### src/verilog/fsg_pkg.sv
/*
  Shared constants and types of the flash status and write-guard controller.
  Assumes a 125 MHz system clock; access and write-pulse cycle counts derive from CLK_NS.
*/
package fsg_pkg;
  // Clock and flash timing
  localparam int CLK_NS = 8;
  localparam int T_ACC_NS = 100;
  localparam int T_WP_NS = 50;
  localparam int SYNC_CYC = 2;
  localparam int ACC_CYC = (T_ACC_NS + CLK_NS - 1) / CLK_NS;
  localparam int WP_CYC = (T_WP_NS + CLK_NS - 1) / CLK_NS;
  localparam logic [4:0] RD_WAIT = 5'(ACC_CYC + SYNC_CYC);
  localparam logic [4:0] WR_WAIT = 5'(WP_CYC);
  // Register byte offsets
  localparam logic [7:0] OFS_CTRL = 8'h00;
  localparam logic [7:0] OFS_ADDR = 8'h04;
  localparam logic [7:0] OFS_WDATA = 8'h08;
  localparam logic [7:0] OFS_STATUS = 8'h0C;
  localparam logic [7:0] OFS_RDATA = 8'h10;
  // Control fields
  localparam int CTRL_START = 0;
  localparam int CTRL_OP = 1;
  localparam int CTRL_WORD = 3;
  localparam int CTRL_CMD8 = 4;
  localparam int CTRL_CONT = 5;
  // Status fields
  localparam int ST_BUSY = 0;
  localparam int ST_DONE = 1;
  localparam int ST_RES = 2;
  localparam int ST_RDY = 5;
  localparam int ST_TA = 6;
  localparam int ST_TB = 7;
  // Status bit positions on the flash data bus
  localparam int DQ_TOG_A = 6;
  localparam int DQ_TOG_B = 2;
  localparam int DQ_TIMEOUT = 5;
  // Command and reset values
  localparam logic [7:0] RESET_CMD = 8'hF0;
  localparam logic WORD_RST = 1'b1;
  localparam logic [1:0] RESP_OK = 2'h0;
  localparam logic [1:0] RESP_ERR = 2'h2;
  typedef enum logic [1:0] {OP_READ, OP_WRITE, OP_POLL, OP_RESET} fsg_op_t;
  typedef enum logic [2:0] {RES_NONE, RES_PASS, RES_FAIL, RES_SUSP, RES_RUN} fsg_res_t;
  typedef enum logic [3:0] {S_IDLE, S_CYC, P_RD1, P_RD2, P_RD3, P_RD4, P_DATA, P_RST} fsg_state_t;
  typedef enum logic [1:0] {C_IDLE, C_SETUP, C_STROBE, C_HOLD} fsg_cyc_t;
endpackage

### src/verilog/fsg_if.sv
/*
  Interfaces between the controller's modules: bus-cycle requests and register access.
  Assumes all parties run on the same clock.
*/
`timescale 1ns/100ps
interface fsg_cyc_if #(parameter int AW = 22);
  logic req;
  logic wr;
  logic cmd8;
  logic word;
  logic [AW-1:0] addr;
  logic [15:0] wdata;
  logic [15:0] rdata;
  logic ack;
  modport ctl(output req, wr, cmd8, word, addr, wdata, input rdata, ack);
  modport eng(input req, wr, cmd8, word, addr, wdata, output rdata, ack);
endinterface

interface fsg_reg_if;
  logic wr;
  logic [7:0] waddr;
  logic [31:0] wdata;
  logic [3:0] wstrb;
  logic wok;
  logic [7:0] raddr;
  logic [31:0] rdata;
  logic rok;
  modport slv(output wr, waddr, wdata, wstrb, raddr, input wok, rdata, rok);
  modport core(input wr, waddr, wdata, wstrb, raddr, output wok, rdata, rok);
endinterface

### src/verilog/fsg_axil.sv
/*
  AXI4-Lite slave that turns bus transfers into register strobes.
  Assumes the core answers decode combinationally from the presented address.
*/
`timescale 1ns/100ps
module fsg_axil (
  // Clock and reset
  input wire logic clk,
  input wire logic rst_b,
  input wire logic clk_en,
  // AXI4-Lite
  input wire logic awvalid,
  output logic awready,
  input wire logic [7:0] awaddr,
  input wire logic wvalid,
  output logic wready,
  input wire logic [31:0] wdata,
  input wire logic [3:0] wstrb,
  output logic bvalid,
  input wire logic bready,
  output logic [1:0] bresp,
  input wire logic arvalid,
  output logic arready,
  input wire logic [7:0] araddr,
  output logic rvalid,
  input wire logic rready,
  output logic [31:0] rdata,
  output logic [1:0] rresp,
  // Register side
  fsg_reg_if.slv r
);
  logic aw_have_q, w_have_q;
  logic [7:0] awaddr_q;
  logic [31:0] wdata_q;
  logic [3:0] wstrb_q;
  wire aw_take = awvalid && awready;
  wire w_take = wvalid && wready;
  wire do_wr = aw_have_q && w_have_q && !bvalid;
  wire ar_take = arvalid && arready;
  wire aw_have_d = (aw_have_q || aw_take) && !do_wr;
  wire w_have_d = (w_have_q || w_take) && !do_wr;
  wire bvalid_d = do_wr || (bvalid && !bready);
  wire rvalid_d = ar_take || (rvalid && !rready);

  assign r.wr = do_wr;
  assign r.waddr = {awaddr_q[7:2], 2'b00};
  assign r.wdata = wdata_q;
  assign r.wstrb = wstrb_q;
  assign r.raddr = {araddr[7:2], 2'b00};

  always_ff @(posedge clk or negedge rst_b) begin
    if (!rst_b) begin
      aw_have_q <= 1'b0;
      w_have_q <= 1'b0;
      awaddr_q <= 8'h00;
      wdata_q <= 32'h00000000;
      wstrb_q <= 4'h0;
      awready <= 1'b0;
      wready <= 1'b0;
      bvalid <= 1'b0;
      bresp <= fsg_pkg::RESP_OK;
      arready <= 1'b0;
      rvalid <= 1'b0;
      rdata <= 32'h00000000;
      rresp <= fsg_pkg::RESP_OK;
    end else if (clk_en) begin
      aw_have_q <= aw_have_d;
      w_have_q <= w_have_d;
      if (aw_take) awaddr_q <= awaddr;
      if (w_take) wdata_q <= wdata;
      if (w_take) wstrb_q <= wstrb;
      awready <= !aw_have_d && !bvalid_d;
      wready <= !w_have_d && !bvalid_d;
      bvalid <= bvalid_d;
      if (do_wr) bresp <= r.wok ? fsg_pkg::RESP_OK : fsg_pkg::RESP_ERR;
      arready <= !rvalid_d;
      rvalid <= rvalid_d;
      if (ar_take) rdata <= r.rok ? r.rdata : 32'h00000000;
      if (ar_take) rresp <= r.rok ? fsg_pkg::RESP_OK : fsg_pkg::RESP_ERR;
    end
  end
endmodule // fsg_axil

### src/verilog/fsg_cycle.sv
/*
  Flash bus-cycle engine: one read or one write cycle per request.
  Assumes flash data inputs are asynchronous; they pass two flip-flops.
*/
`timescale 1ns/100ps
module fsg_cycle #(
  parameter int AW = 22
) (
  // Clock and reset
  input wire logic clk,
  input wire logic rst_b,
  input wire logic clk_en,
  // Requests
  fsg_cyc_if.eng c,
  // Flash pins
  output logic flash_ce_b,
  output logic flash_oe_b,
  output logic flash_we_b,
  output logic [AW-2:0] flash_addr,
  input wire logic [15:0] flash_dq_i,
  output logic [15:0] flash_dq_o,
  output logic [15:0] flash_dq_oe
);
  fsg_pkg::fsg_cyc_t st_q;
  logic [4:0] cnt_q;
  logic wr_q, word_q;
  logic [15:0] dq_s1_q, dq_s2_q;
  logic [15:0] rdata_q;
  logic ack_q;
  wire take = (st_q == fsg_pkg::C_IDLE) && c.req && !ack_q;
  wire cnt_end = (cnt_q == 5'h01);
  // Command cycles are byte cycles; in word mode the byte goes out on both lanes
  wire [15:0] wd = c.cmd8 ? {c.wdata[7:0], c.wdata[7:0]} : c.wdata;
  wire [15:0] dq_v = c.word ? wd : {c.addr[0], 7'h00, wd[7:0]};
  wire [15:0] oe_v = c.word ? {16{c.wr}} : {1'b1, 7'h00, {8{c.wr}}};
  wire [AW-2:0] fa_v = c.word ? c.addr[AW-2:0] : c.addr[AW-1:1];

  assign c.rdata = rdata_q;
  assign c.ack = ack_q;

  always_ff @(posedge clk or negedge rst_b) begin
    if (!rst_b) begin
      st_q <= fsg_pkg::C_IDLE;
      cnt_q <= 5'h00;
      wr_q <= 1'b0;
      word_q <= 1'b1;
      dq_s1_q <= 16'h0000;
      dq_s2_q <= 16'h0000;
      rdata_q <= 16'h0000;
      ack_q <= 1'b0;
      flash_ce_b <= 1'b1;
      flash_oe_b <= 1'b1;
      flash_we_b <= 1'b1;
      flash_addr <= '0;
      flash_dq_o <= 16'h0000;
      flash_dq_oe <= 16'h0000;
    end else if (clk_en) begin
      dq_s1_q <= flash_dq_i;
      dq_s2_q <= dq_s1_q;
      ack_q <= 1'b0;
      case (st_q)
        fsg_pkg::C_IDLE: if (take) begin
          // CE low with OE and WE high before any strobe
          st_q <= fsg_pkg::C_SETUP;
          wr_q <= c.wr;
          word_q <= c.word;
          flash_ce_b <= 1'b0;
          flash_addr <= fa_v;
          flash_dq_o <= dq_v;
          flash_dq_oe <= oe_v;
        end
        fsg_pkg::C_SETUP: begin
          st_q <= fsg_pkg::C_STROBE;
          cnt_q <= wr_q ? fsg_pkg::WR_WAIT : fsg_pkg::RD_WAIT;
          flash_we_b <= !wr_q;
          flash_oe_b <= wr_q;
        end
        fsg_pkg::C_STROBE: begin
          cnt_q <= cnt_q - 5'h01;
          if (cnt_end) begin
            st_q <= fsg_pkg::C_HOLD;
            flash_we_b <= 1'b1;
            flash_oe_b <= 1'b1;
            if (!wr_q) rdata_q <= word_q ? dq_s2_q : {8'h00, dq_s2_q[7:0]};
          end
        end
        default: begin
          // CE rises between cycles so every poll read is a fresh access
          st_q <= fsg_pkg::C_IDLE;
          flash_ce_b <= 1'b1;
          flash_dq_oe <= 16'h0000;
          ack_q <= 1'b1;
        end
      endcase
    end
  end

  ////////////////////////////////////////////////////////////////////////////
  write_gate_a: assert property (@(posedge clk) disable iff (!rst_b)
    !flash_we_b |-> !flash_ce_b && flash_oe_b)
    else $error("write strobe without CE low and OE high");
  strobe_excl_a: assert property (@(posedge clk) disable iff (!rst_b)
    $fell(flash_we_b) |-> $past(!flash_ce_b) && flash_dq_oe[0])
    else $error("write strobe without setup");
endmodule // fsg_cycle

### src/verilog/fsg_top.sv
/*
  Host-side controller for an asynchronous parallel flash: register-driven
  reads, writes, reset command and toggle-bit status polling.
  Assumes AXI4-Lite software access, one clock, and an external pull-up on
  the flash ready/busy line.
*/
// Function
// - B toggling, A steady means suspended read
// - Polling starts with two back-to-back reads
// - Steady toggle means done; next read data
// - Timeout high while toggling: check once more
// - Failed operation: write the reset command
// - Write needs CE, WE low, OE high
`timescale 1ns/100ps
module fsg_top #(
  parameter int AW = 22
) (
  // Clock and reset
  input wire logic clk,
  input wire logic rst_b,
  input wire logic clk_en,
  // AXI4-Lite
  input wire logic awvalid,
  output logic awready,
  input wire logic [7:0] awaddr,
  input wire logic wvalid,
  output logic wready,
  input wire logic [31:0] wdata,
  input wire logic [3:0] wstrb,
  output logic bvalid,
  input wire logic bready,
  output logic [1:0] bresp,
  input wire logic arvalid,
  output logic arready,
  input wire logic [7:0] araddr,
  output logic rvalid,
  input wire logic rready,
  output logic [31:0] rdata,
  output logic [1:0] rresp,
  // Flash pins
  output logic flash_ce_b,
  output logic flash_oe_b,
  output logic flash_we_b,
  output logic [AW-2:0] flash_addr,
  input wire logic [15:0] flash_dq_i,
  output logic [15:0] flash_dq_o,
  output logic [15:0] flash_dq_oe,
  output logic word_mode,
  input wire logic ready_busy_out
);
  fsg_reg_if r ();
  fsg_cyc_if #(.AW(AW)) c ();

  fsg_pkg::fsg_state_t state_q, state_d;
  fsg_pkg::fsg_res_t res_q, res_d;
  fsg_pkg::fsg_op_t op_q;
  logic [1:0] tog1_q;
  logic done_q, cmd8_q, cont_q, word_q;
  logic [AW-1:0] addr_q;
  logic [15:0] wdata_q, rdata_q;
  logic rb_s1_q, rb_s2_q;
  logic fin, tog_ld;

  function automatic logic [31:0] merge(input logic [31:0] o, input logic [31:0] n, input logic [3:0] s);
    logic [31:0] m;
    m = o;
    for (int i = 0; i < 4; i++) begin
      if (s[i]) m[8*i +: 8] = n[8*i +: 8];
    end
    return m;
  endfunction

  ////////////////////////////////////////////////////////////////////////////
  fsg_axil u_axil (
    .clk(clk),
    .rst_b(rst_b),
    .clk_en(clk_en),
    .awvalid(awvalid),
    .awready(awready),
    .awaddr(awaddr),
    .wvalid(wvalid),
    .wready(wready),
    .wdata(wdata),
    .wstrb(wstrb),
    .bvalid(bvalid),
    .bready(bready),
    .bresp(bresp),
    .arvalid(arvalid),
    .arready(arready),
    .araddr(araddr),
    .rvalid(rvalid),
    .rready(rready),
    .rdata(rdata),
    .rresp(rresp),
    .r(r)
  );

  fsg_cycle #(.AW(AW)) u_cycle (
    .clk(clk),
    .rst_b(rst_b),
    .clk_en(clk_en),
    .c(c),
    .flash_ce_b(flash_ce_b),
    .flash_oe_b(flash_oe_b),
    .flash_we_b(flash_we_b),
    .flash_addr(flash_addr),
    .flash_dq_i(flash_dq_i),
    .flash_dq_o(flash_dq_o),
    .flash_dq_oe(flash_dq_oe)
  );

  ////////////////////////////////////////////////////////////////////////////
  // Register decode
  wire idle = (state_q == fsg_pkg::S_IDLE);
  wire wr_ctrl = r.wr && (r.waddr == fsg_pkg::OFS_CTRL);
  wire wr_addr = r.wr && (r.waddr == fsg_pkg::OFS_ADDR);
  wire wr_wdata = r.wr && (r.waddr == fsg_pkg::OFS_WDATA);
  wire wr_ro = r.wr && (r.waddr == fsg_pkg::OFS_STATUS || r.waddr == fsg_pkg::OFS_RDATA);
  // Settings are frozen while busy; a running sequence must not see them move
  wire [31:0] ctrl_rd = {26'h0, cont_q, cmd8_q, word_q, op_q, 1'b0};
  wire [31:0] ctrl_new = merge(ctrl_rd, r.wdata, r.wstrb);
  wire [31:0] addr_new = merge(32'(addr_q), r.wdata, r.wstrb);
  wire [31:0] wdata_new = merge({16'h0, wdata_q}, r.wdata, r.wstrb);
  wire start_ok = wr_ctrl && idle && r.wstrb[0] && r.wdata[fsg_pkg::CTRL_START];
  wire fsg_pkg::fsg_op_t op_new = fsg_pkg::fsg_op_t'(ctrl_new[fsg_pkg::CTRL_OP +: 2]);
  wire [31:0] status_rd = {24'h0, tog1_q, rb_s2_q, res_q, done_q, !idle};
  assign r.wok = wr_ctrl || wr_addr || wr_wdata || wr_ro;
  assign r.rok = (r.raddr == fsg_pkg::OFS_CTRL) || (r.raddr == fsg_pkg::OFS_ADDR) ||
                 (r.raddr == fsg_pkg::OFS_WDATA) || (r.raddr == fsg_pkg::OFS_STATUS) ||
                 (r.raddr == fsg_pkg::OFS_RDATA);
  assign r.rdata = (r.raddr == fsg_pkg::OFS_CTRL) ? ctrl_rd :
                   (r.raddr == fsg_pkg::OFS_ADDR) ? 32'(addr_q) :
                   (r.raddr == fsg_pkg::OFS_WDATA) ? {16'h0, wdata_q} :
                   (r.raddr == fsg_pkg::OFS_STATUS) ? status_rd :
                   (r.raddr == fsg_pkg::OFS_RDATA) ? {16'h0, rdata_q} : 32'h00000000;

  ////////////////////////////////////////////////////////////////////////////
  // Cycle requests: the address is the sector address for every poll read
  wire in_rst = (state_q == fsg_pkg::P_RST);
  wire s_cyc = (state_q == fsg_pkg::S_CYC);
  assign c.req = !idle;
  assign c.wr = in_rst || (s_cyc && op_q != fsg_pkg::OP_READ);
  assign c.cmd8 = in_rst || (s_cyc && op_q == fsg_pkg::OP_RESET) || cmd8_q;
  assign c.word = word_q;
  assign c.addr = addr_q;
  assign c.wdata = (in_rst || op_q == fsg_pkg::OP_RESET) ? {8'h00, fsg_pkg::RESET_CMD} : wdata_q;
  wire chg_a = c.rdata[fsg_pkg::DQ_TOG_A] != tog1_q[1];
  wire chg_b = c.rdata[fsg_pkg::DQ_TOG_B] != tog1_q[0];
  wire tmo = c.rdata[fsg_pkg::DQ_TIMEOUT];

  ////////////////////////////////////////////////////////////////////////////
  // Polling sequence
  always_comb begin
    state_d = state_q;
    res_d = res_q;
    fin = 1'b0;
    tog_ld = 1'b0;
    case (state_q)
      fsg_pkg::S_IDLE: if (start_ok) begin
        state_d = (op_new == fsg_pkg::OP_POLL) ? fsg_pkg::P_RD1 : fsg_pkg::S_CYC;
        res_d = fsg_pkg::RES_NONE;
      end
      fsg_pkg::S_CYC: if (c.ack) begin
        state_d = fsg_pkg::S_IDLE;
        res_d = fsg_pkg::RES_PASS;
        fin = 1'b1;
      end
      fsg_pkg::P_RD1, fsg_pkg::P_RD3: if (c.ack) begin
        tog_ld = 1'b1;
        state_d = (state_q == fsg_pkg::P_RD1) ? fsg_pkg::P_RD2 : fsg_pkg::P_RD4;
      end
      fsg_pkg::P_RD2: if (c.ack) begin
        tog_ld = 1'b1;
        if (!chg_a && chg_b) begin
          state_d = fsg_pkg::S_IDLE;
          res_d = fsg_pkg::RES_SUSP;
          fin = 1'b1;
        end else if (!chg_a) begin
          state_d = fsg_pkg::P_DATA;
        end else if (tmo) begin
          state_d = fsg_pkg::P_RD3;
        end else if (cont_q) begin
          state_d = fsg_pkg::P_RD1;
        end else begin
          state_d = fsg_pkg::S_IDLE;
          res_d = fsg_pkg::RES_RUN;
          fin = 1'b1;
        end
      end
      fsg_pkg::P_RD4: if (c.ack) begin
        state_d = chg_a ? fsg_pkg::P_RST : fsg_pkg::P_DATA;
      end
      fsg_pkg::P_DATA: if (c.ack) begin
        state_d = fsg_pkg::S_IDLE;
        res_d = fsg_pkg::RES_PASS;
        fin = 1'b1;
      end
      default: if (c.ack) begin
        state_d = fsg_pkg::S_IDLE;
        res_d = fsg_pkg::RES_FAIL;
        fin = 1'b1;
      end
    endcase
  end

  always_ff @(posedge clk or negedge rst_b) begin
    if (!rst_b) begin
      state_q <= fsg_pkg::S_IDLE;
      res_q <= fsg_pkg::RES_NONE;
      op_q <= fsg_pkg::OP_READ;
      tog1_q <= 2'h0;
      done_q <= 1'b0;
      cmd8_q <= 1'b0;
      cont_q <= 1'b0;
      word_q <= fsg_pkg::WORD_RST;
      word_mode <= fsg_pkg::WORD_RST;
      addr_q <= '0;
      wdata_q <= 16'h0000;
      rdata_q <= 16'h0000;
      rb_s1_q <= 1'b1;
      rb_s2_q <= 1'b1;
    end else if (clk_en) begin
      state_q <= state_d;
      res_q <= res_d;
      done_q <= fin || (done_q && !start_ok);
      rb_s1_q <= ready_busy_out;
      rb_s2_q <= rb_s1_q;
      if (tog_ld) tog1_q <= {c.rdata[fsg_pkg::DQ_TOG_A], c.rdata[fsg_pkg::DQ_TOG_B]};
      if (c.ack && !c.wr) rdata_q <= c.rdata;
      if (wr_ctrl && idle) begin
        op_q <= op_new;
        word_q <= ctrl_new[fsg_pkg::CTRL_WORD];
        word_mode <= ctrl_new[fsg_pkg::CTRL_WORD];
        cmd8_q <= ctrl_new[fsg_pkg::CTRL_CMD8];
        cont_q <= ctrl_new[fsg_pkg::CTRL_CONT];
      end
      if (wr_addr && idle) addr_q <= addr_new[AW-1:0];
      if (wr_wdata && idle) wdata_q <= wdata_new[15:0];
    end
  end

  ////////////////////////////////////////////////////////////////////////////
  // Checks
  wire ack_rd2 = (state_q == fsg_pkg::P_RD2) && c.ack && clk_en;
  poll_start_a: assert property (@(posedge clk) disable iff (!rst_b)
    (start_ok && clk_en && op_new == fsg_pkg::OP_POLL) |=> state_q == fsg_pkg::P_RD1 && c.req && !c.wr)
    else $error("poll did not begin with a read");
  two_reads_a: assert property (@(posedge clk) disable iff (!rst_b)
    ((state_q == fsg_pkg::P_RD1) && c.ack && clk_en) |=> state_q == fsg_pkg::P_RD2)
    else $error("poll decided after one read");
  susp_read_a: assert property (@(posedge clk) disable iff (!rst_b)
    (ack_rd2 && !chg_a && chg_b) |=> res_q == fsg_pkg::RES_SUSP && done_q && idle)
    else $error("suspended read not reported");
  done_data_a: assert property (@(posedge clk) disable iff (!rst_b)
    (ack_rd2 && !chg_a && !chg_b) |=> state_q == fsg_pkg::P_DATA ##0 c.req && !c.wr)
    else $error("no data read after toggling stopped");
  data_capture_a: assert property (@(posedge clk) disable iff (!rst_b)
    ((state_q == fsg_pkg::P_DATA) && c.ack && clk_en) |=> rdata_q == $past(c.rdata) && res_q == fsg_pkg::RES_PASS)
    else $error("array data not captured");
  recheck_a: assert property (@(posedge clk) disable iff (!rst_b)
    (ack_rd2 && chg_a && tmo) |=> state_q == fsg_pkg::P_RD3)
    else $error("timeout seen without recheck");
  reset_cmd_a: assert property (@(posedge clk) disable iff (!rst_b)
    ((state_q == fsg_pkg::P_RD4) && c.ack && clk_en && chg_a) |=>
      c.req && c.wr && c.wdata[7:0] == fsg_pkg::RESET_CMD && c.cmd8)
    else $error("failed operation without reset command");
  fail_flag_a: assert property (@(posedge clk) disable iff (!rst_b)
    (res_q == fsg_pkg::RES_FAIL && done_q) |-> $past(state_q == fsg_pkg::P_RST) || $past(res_q == fsg_pkg::RES_FAIL))
    else $error("failure reported without reset command");
  tog_store_a: assert property (@(posedge clk) disable iff (!rst_b)
    ((state_q == fsg_pkg::P_RD1) && c.ack && clk_en) |=>
      tog1_q == {$past(c.rdata[fsg_pkg::DQ_TOG_A]), $past(c.rdata[fsg_pkg::DQ_TOG_B])})
    else $error("first poll read not stored");
  // Toggling with timeout low and no repeat hands the decision back to software
  still_run_a: assert property (@(posedge clk) disable iff (!rst_b)
    (ack_rd2 && chg_a && !tmo && !cont_q) |=> res_q == fsg_pkg::RES_RUN && done_q && idle)
    else $error("running operation not reported");
  pass_c: cover property (@(posedge clk) disable iff (!rst_b)
    (state_q == fsg_pkg::P_DATA) ##1 idle && res_q == fsg_pkg::RES_PASS);
  susp_c: cover property (@(posedge clk) disable iff (!rst_b) res_q == fsg_pkg::RES_SUSP && done_q);
  fail_c: cover property (@(posedge clk) disable iff (!rst_b) res_q == fsg_pkg::RES_FAIL && done_q);
  byte_c: cover property (@(posedge clk) disable iff (!rst_b) !word_mode && !flash_we_b);
endmodule // fsg_top

### config.mk
export PLATFORM = sky130hd
export DESIGN_NAME = fsg_top
export DESIGN_NICKNAME = d
export VERILOG_FILES = /design/src/verilog/fsg_pkg.sv /design/src/verilog/fsg_if.sv /design/src/verilog/fsg_axil.sv /design/src/verilog/fsg_cycle.sv /design/src/verilog/fsg_top.sv
export SDC_FILE = /design/constraint.sdc
export NUM_CORES = 1
export LEC_CHECK = 0
export BUFFER_PORTS_ARGS = -buffer_cell sky130_fd_sc_hd__buf_2
export CAP_MARGIN = 15
export CORE_ASPECT_RATIO = 0.9
export CORE_MARGIN = 1.5
export CORE_UTILIZATION = 50
export CTS_CLUSTER_DIAMETER = 150
export DETAILED_ROUTE_END_ITERATION = 8
export PLACE_DENSITY_LB_ADDON = 0.08
export SYNTH_ARGS = -nofsm -noshare
export SYNTH_HDL_FRONTEND = slang
export SYNTH_HIERARCHICAL = 1
export SYNTH_SLANG_ARGS = --single-unit
### constraint.sdc
create_clock -name clk -period 2.9 [get_ports clk]
set_clock_uncertainty 0.05 [all_clocks]
set_input_delay 0.87 -clock clk [delete_from_list [all_inputs] [get_ports clk]]
set_output_delay 0.87 -clock clk [all_outputs]
set_load 0.005 [all_outputs]
# Yosys cells after proc, flatten, opt, wreduce, memory -nomap -nowiden
# Cells that the tools add are included.
classes:
  n_addsub: 1
  eq_ne: 32
  n_mux: 58
  n_bitwise: 3
  reduce_logical: 93
op_table:
  columns: ["op", "n"]
  rows:
  - ["$mux 16", 9]
  - ["$mux 22", 3]
  - ["$mux 3", 13]
  - ["$pmux 16 s2", 1]
  - ["$reduce_and 3->1", 10]
  - ["$logic_and 1x1->1", 27]
  - ["$eq 6x2->1 const B", 4]
  - ["$mux 4", 6]
  - ["$mux 21", 1]
  - ["$logic_or 1x1->1", 17]
  - ["$eq 4x3->1 const B", 4]
  - ["$logic_not 8->1", 2]
  - ["$pmux 4 s4", 1]
  - ["$reduce_and 2->1", 8]
  - ["$logic_not 1->1", 14]
  - ["$ne 2x1->1 const B", 7]
  - ["$eq 6x1->1 const B", 2]
  - ["$eq 6x3->1 const B", 2]
  - ["$mux 2", 6]
  - ["$pmux 3 s4", 1]
  - ["$mux 1", 11]
  - ["$pmux 5 s2", 1]
  - ["$ne 3x3->1 const B", 3]
  - ["$reduce_and 9->1", 1]
  - ["other kinds (18)", 33]
word_totals:
  register_bits: 261
  in_bits: 77
  out_inout_bits: 98
  word_cells: 230

# Depth between registers and ports, before layout
depth:
  ltp_word: 9
  depth_mapped: 9
  ltp_nobuf: 7

# Modules after synthesis
# The synthesis kept the hierarchy.
modules_own_cells:
  columns: ["module", "n_inst", "cells_each", "area_per_inst_um2", "seq_area_each_um2"]
  rows:
  - ["fsg_cycle", 1, 352, 4423.0, 2532.4]
  - ["fsg_top", 1, 328, 3689.8, 1755.4]
  - ["fsg_axil", 1, 276, 3621.0, 2077.0]

# Least setup slack after synthesis
# Ideal clock, no wire load.
synth_timing:
  path_kind: "input-to-reg"
  startpoint: "in araddr[5]"
  endpoint: "reg u_axil.rdata[14]"
  setup_time_ns: 0.079
  t_arrival_ns: 2.372
  t_required_ns: 2.771
  path_slack_ns: 0.399
  stages: 9
  path_buffers: 2
  path_cell_list: "buf_4 -> nor3_1 -> nand2_1 -> nor4b_2 -> buf_2 -> a222oi_1 -> inv_1 -> nand2_1 -> mux2i_1"
synth_via:
  elab_chain_len: 7
  word_cells_on_any_way: 15
  cone_classes: "eq/ne: 4; mux: 6; reduce/logical: 5"
synth_rtl:
  columns: ["element", "line", "rtl"]
  rows:
  - ["start, declared", "fsg_top.sv:35", "input wire logic [7:0] araddr,"]
  - ["$eq 6x3->1", "fsg_top.sv:135", "(r.raddr == fsg_pkg::OFS_RDATA) ? {16'h0, rdata_q} : 32'h00000000;"]
  - ["$mux 16", "fsg_top.sv:135", null]
  - ["$mux 16", "fsg_top.sv:134", "(r.raddr == fsg_pkg::OFS_STATUS) ? status_rd :"]
  - ["$mux 16", "fsg_top.sv:133", "(r.raddr == fsg_pkg::OFS_WDATA) ? {16'h0, wdata_q} :"]
  - ["$mux 22", "fsg_top.sv:132", "(r.raddr == fsg_pkg::OFS_ADDR) ? 32'(addr_q) :"]
  - ["$mux 22 (*)", "fsg_top.sv:131", "assign r.rdata = (r.raddr == fsg_pkg::OFS_CTRL) ? ctrl_rd :"]
  - ["net r.rdata[14]", "fsg_if.sv:26", "logic [31:0] rdata;"]
  - ["$mux 22 (*)", "fsg_axil.sv:78", "if (ar_take) rdata <= r.rok ? r.rdata : 32'h00000000;"]
  - ["end signal, assigned", "fsg_axil.sv:78", null]
  - ["end, declared", "fsg_axil.sv:27", "output logic [31:0] rdata,"]
# The timed path passes the listed nets; every way through them passes the cells marked *.
# A chain may end at the register's enable or synchronous reset.

# Final worst setup path
layout_timing:
  startpoint: "reg u_axil.w_have_q"
  endpoint: "reg addr_q[21]"
layout_via:
  elab_chain_len: 5
layout_rtl:
  columns: ["element", "line", "rtl"]
  rows:
  - ["start, declared", "fsg_axil.sv:32", "logic aw_have_q, w_have_q;"]
  - ["start signal, assigned", "fsg_axil.sv:68", "w_have_q <= w_have_d;"]
  - ["$logic_and 1x1->1 (2 in series)", "fsg_axil.sv:38", "wire do_wr = aw_have_q && w_have_q && !bvalid;"]
  - ["net r.wr", "fsg_if.sv:20", "logic wr;"]
  - ["$logic_and 1x1->1", "fsg_top.sv:116", "wire wr_addr = r.wr && (r.waddr == fsg_pkg::OFS_ADDR);"]
  - ["$logic_and 1x1->1", "fsg_top.sv:237", "if (wr_addr && idle) addr_q <= addr_new[AW-1:0];"]
  - ["$reduce_and 3->1 (no line)", null, null]
  - ["end signal, assigned", "fsg_top.sv:237", null]
  - ["end, declared", "fsg_top.sv:59", "logic [AW-1:0] addr_q;"]
# The timed path passes the listed nets, and every way through them passes these cells.

==> out/summary.txt <==
part of the power in the clock network: 34.9%
# Max-Cap Violations: 0
io pins: 175
Initial Utilization: 51.6%
final number of setup-violating endpoints: 0
Post-Syn Instances: 934
Req. time, crit path: 3.25 ns
Net count, final: 1,170
pin count of the biggest net entering global routing: 70
IO buf count: 157
CP peak stage delay: 0.40 ns
Critical Path End Type: flop
Psw: 2800 uW
CORE AREA: 21,900 um^2
sequential share of power: 46.6%
postcts setup bufs: 0
GRT Util Overall: 21.6%
via/cell ratio: 5.26
setup slack, reg-to-reg: 0.44 ns
Slew Limit Fails: 0
Synth Cell Area: 11,300 um^2
ratio of cells with drive above 1 in the final layout: 36.5%
H-tree level count: 1
row count: 51
hold buffers post-CTS: 0
die area: 23,500 um^2
Tmin final: 2.46 ns
Critical Path AT: 2.82 ns
drt first pass iters: 6
FF-to-FF Start: u_axil/w_have_q$_DFFE_PN0P_
cell family with most CP delay: simple AND/OR/NAND/NOR gates
Final GP Congestion: 0.847
FMAX: 0.406 GHz
first-pass GRT wire length: 40,400 um
TritonCTS clock tree: yes
Total Wirelength: 24,700 um
Tcrit/Tclk final: 85.0%
Final Core Density: 60.6%
total gr overflow: 0
routed length per instance: 17.7 um
DRC viols: 0
Crit Path Max Fanout: 6
Hold Path Class: input pin to async pin
Synth warnings: 6
clock sink count: 243
TNS Setup: 0 ns
crit start category: flop
Antenna Cells: 0
reg2reg end: addr_q[21]$_DFFE_PN0P_
worst slew pin tran: 0.543 ns
vias post-DR: 7,355
Hold Vio Cnt, Final: 0
combinational power share: 18.5%
Filler Cells Inserted: 1,869
WP buf/inv: 1
number of CTS-inserted buffers: 26
switch share: 28.0%
Worst path slowest cell: and2_1
Worst Setup SP: u_axil/w_have_q$_DFFE_PN0P_
PwrDens: 752 nW/um^2
worst-case reg-to-reg path depth: 7
worst-case clock buffer depth: 3
critical path class: flop to flop
die height: 146 um
Rel. slew slack: 63.8%
initial antenna violation count: 0
post_cts resized: 0
clk_lat worst skew: 0.53 ns
Initial DRC Count: 491
Die Width: 161 um
Post-Layout Cell Count: 1,398
ANT nets after route: 0
vias in the first global route: 7,289
ordered cell list for the critical path: inv_1, nor3_1, nor4b_4, nand3_1, nor3b_1, and2_1, mux2_2
status: finished, final reports clean
syn_area_per_cell: 12.1 um^2
RSZ-0062 raised after global routing: no
Clk pin slew, worst setup/hold paths: 0.06 ns
clk root buf: clkbuf_16
Leakage: 0.00639 uW
Detail Placement HPWL: 17,600 um
dpl cells: 1,350
VDD IR-drop max: 432 uV
Syn-to-layout area delta: 17.3%
P_int: 7170 uW
[state kept, by name, summed over array words and instances (netlist names), 2 cells and up]
signal,count
u_axil/rdata,32
addr_q,22
u_axil/r.wdata,22
u_cycle/flash_addr,21
rdata_q,16
u_cycle/c.rdata,16
u_cycle/dq_s1_q,16
u_cycle/dq_s2_q,16
u_cycle/flash_dq_o,16
wdata_q,16
u_axil/awaddr_q,6
u_cycle/cnt_q,5
res_q,3
state_q,3
u_axil/r.wstrb,3
u_cycle/flash_dq_oe,3
op_q,2
tog1_q,2
u_cycle/st_q,2
[power by group through the flow]
stage / logic, uW / registers, uW / clock network [uW]
global placement: 1810 / 4680 / 0
floorplan: 1410 / 4450 / 0
global route: 2060 / 4740 / 3700
detailed placement: 1850 / 4700 / 0
CTS: 1860 / 4640 / 3570
finish: 1850 / 4650 / 3480
[cell type report]
type | instances | area, um^2 | area share [%]
multi-input combinational | 563 | 4570 | 34.5
clock inverter | 14 | 170 | 1.28
timing repair buffer | 182 | 1060 | 7.98
clock buffer | 34 | 742 | 5.60
inverter | 71 | 267 | 2.01
tap | 291 | 364 | 2.75
sequential | 243 | 6090 | 45.9
[through the flow]
| stage | total power (uW) | area (um^2) | setup slack (ns) | hold WS (ns) |
|---|---|---|---|---|
| after detailed placement | 6540 | 12300 | 0.127 | 0.414 |
| final | 9970 | 13300 | 0.436 | 0.228 |
| after global placement | 6490 | 12300 | 0.131 | 0.407 |
| after floorplan | 5860 | 11400 | 0.399 | 0.414 |
| after CTS | 10100 | 13300 | 0.390 | 0.238 |
| after global routing | 10500 | 13300 | 0.235 | 0.252 |
[placed cells by master (no fill, tap or decap), drive strengths merged, types with 2 or more instances in the layout]
master  count
nor3b       4
a31oi       4
a222oi      8
clkbuf     34
a211oi      2
mux2      151
a211o       2
nor2       17
nor3        6
nor2b       6
bufinv      4
o21ai      41
o21a        6
buf       182
a221oi      2
and2       24
nand2b     10
o32ai       2
nand4b      3
conb       16
ha          6
o31ai       9
dfstp       7
nand2      88
and3        4
o311ai      2
clkinv     11
dfrtp     236
inv        70
a21boi      2
mux2i      83
or3b        2
o22ai       6
a21oi      22
nor4b       4
a21o        4
nand3      10
[worst max-delay path by stage]
stage	cells past startpoint	end	slack, ns
2_1_floorplan	9	u_axil/rdata[14]$_DFFE_PN0P_	0.40
3_3_place_gp	6	addr_q[20]$_DFFE_PN0P_	0.13
3_5_place_dp	6	addr_q[16]$_DFFE_PN0P_	0.13
4_1_cts	7	addr_q[21]$_DFFE_PN0P_	0.39
5_1_grt	7	addr_q[16]$_DFFE_PN0P_	0.24
6_report	7	addr_q[21]$_DFFE_PN0P_	0.44
[layer usage]
metal  vias up  track usage [%]  routed length, um
li1       3512                -                  -
met1      3598             33.7              12300
met2       211             31.5              10600
met3        34             3.59               1450
met4         0             4.26                377
met5         -                0                  0
[worst reg2reg max path: cells and delay by family (launching register included)]
kind	cells	cell delay (ns)
simple gates	5	1.45
flops	1	0.39
mux	1	0.38
buf+inv	1	0.07
Note: power is estimated with default switching activity, not from simulation.
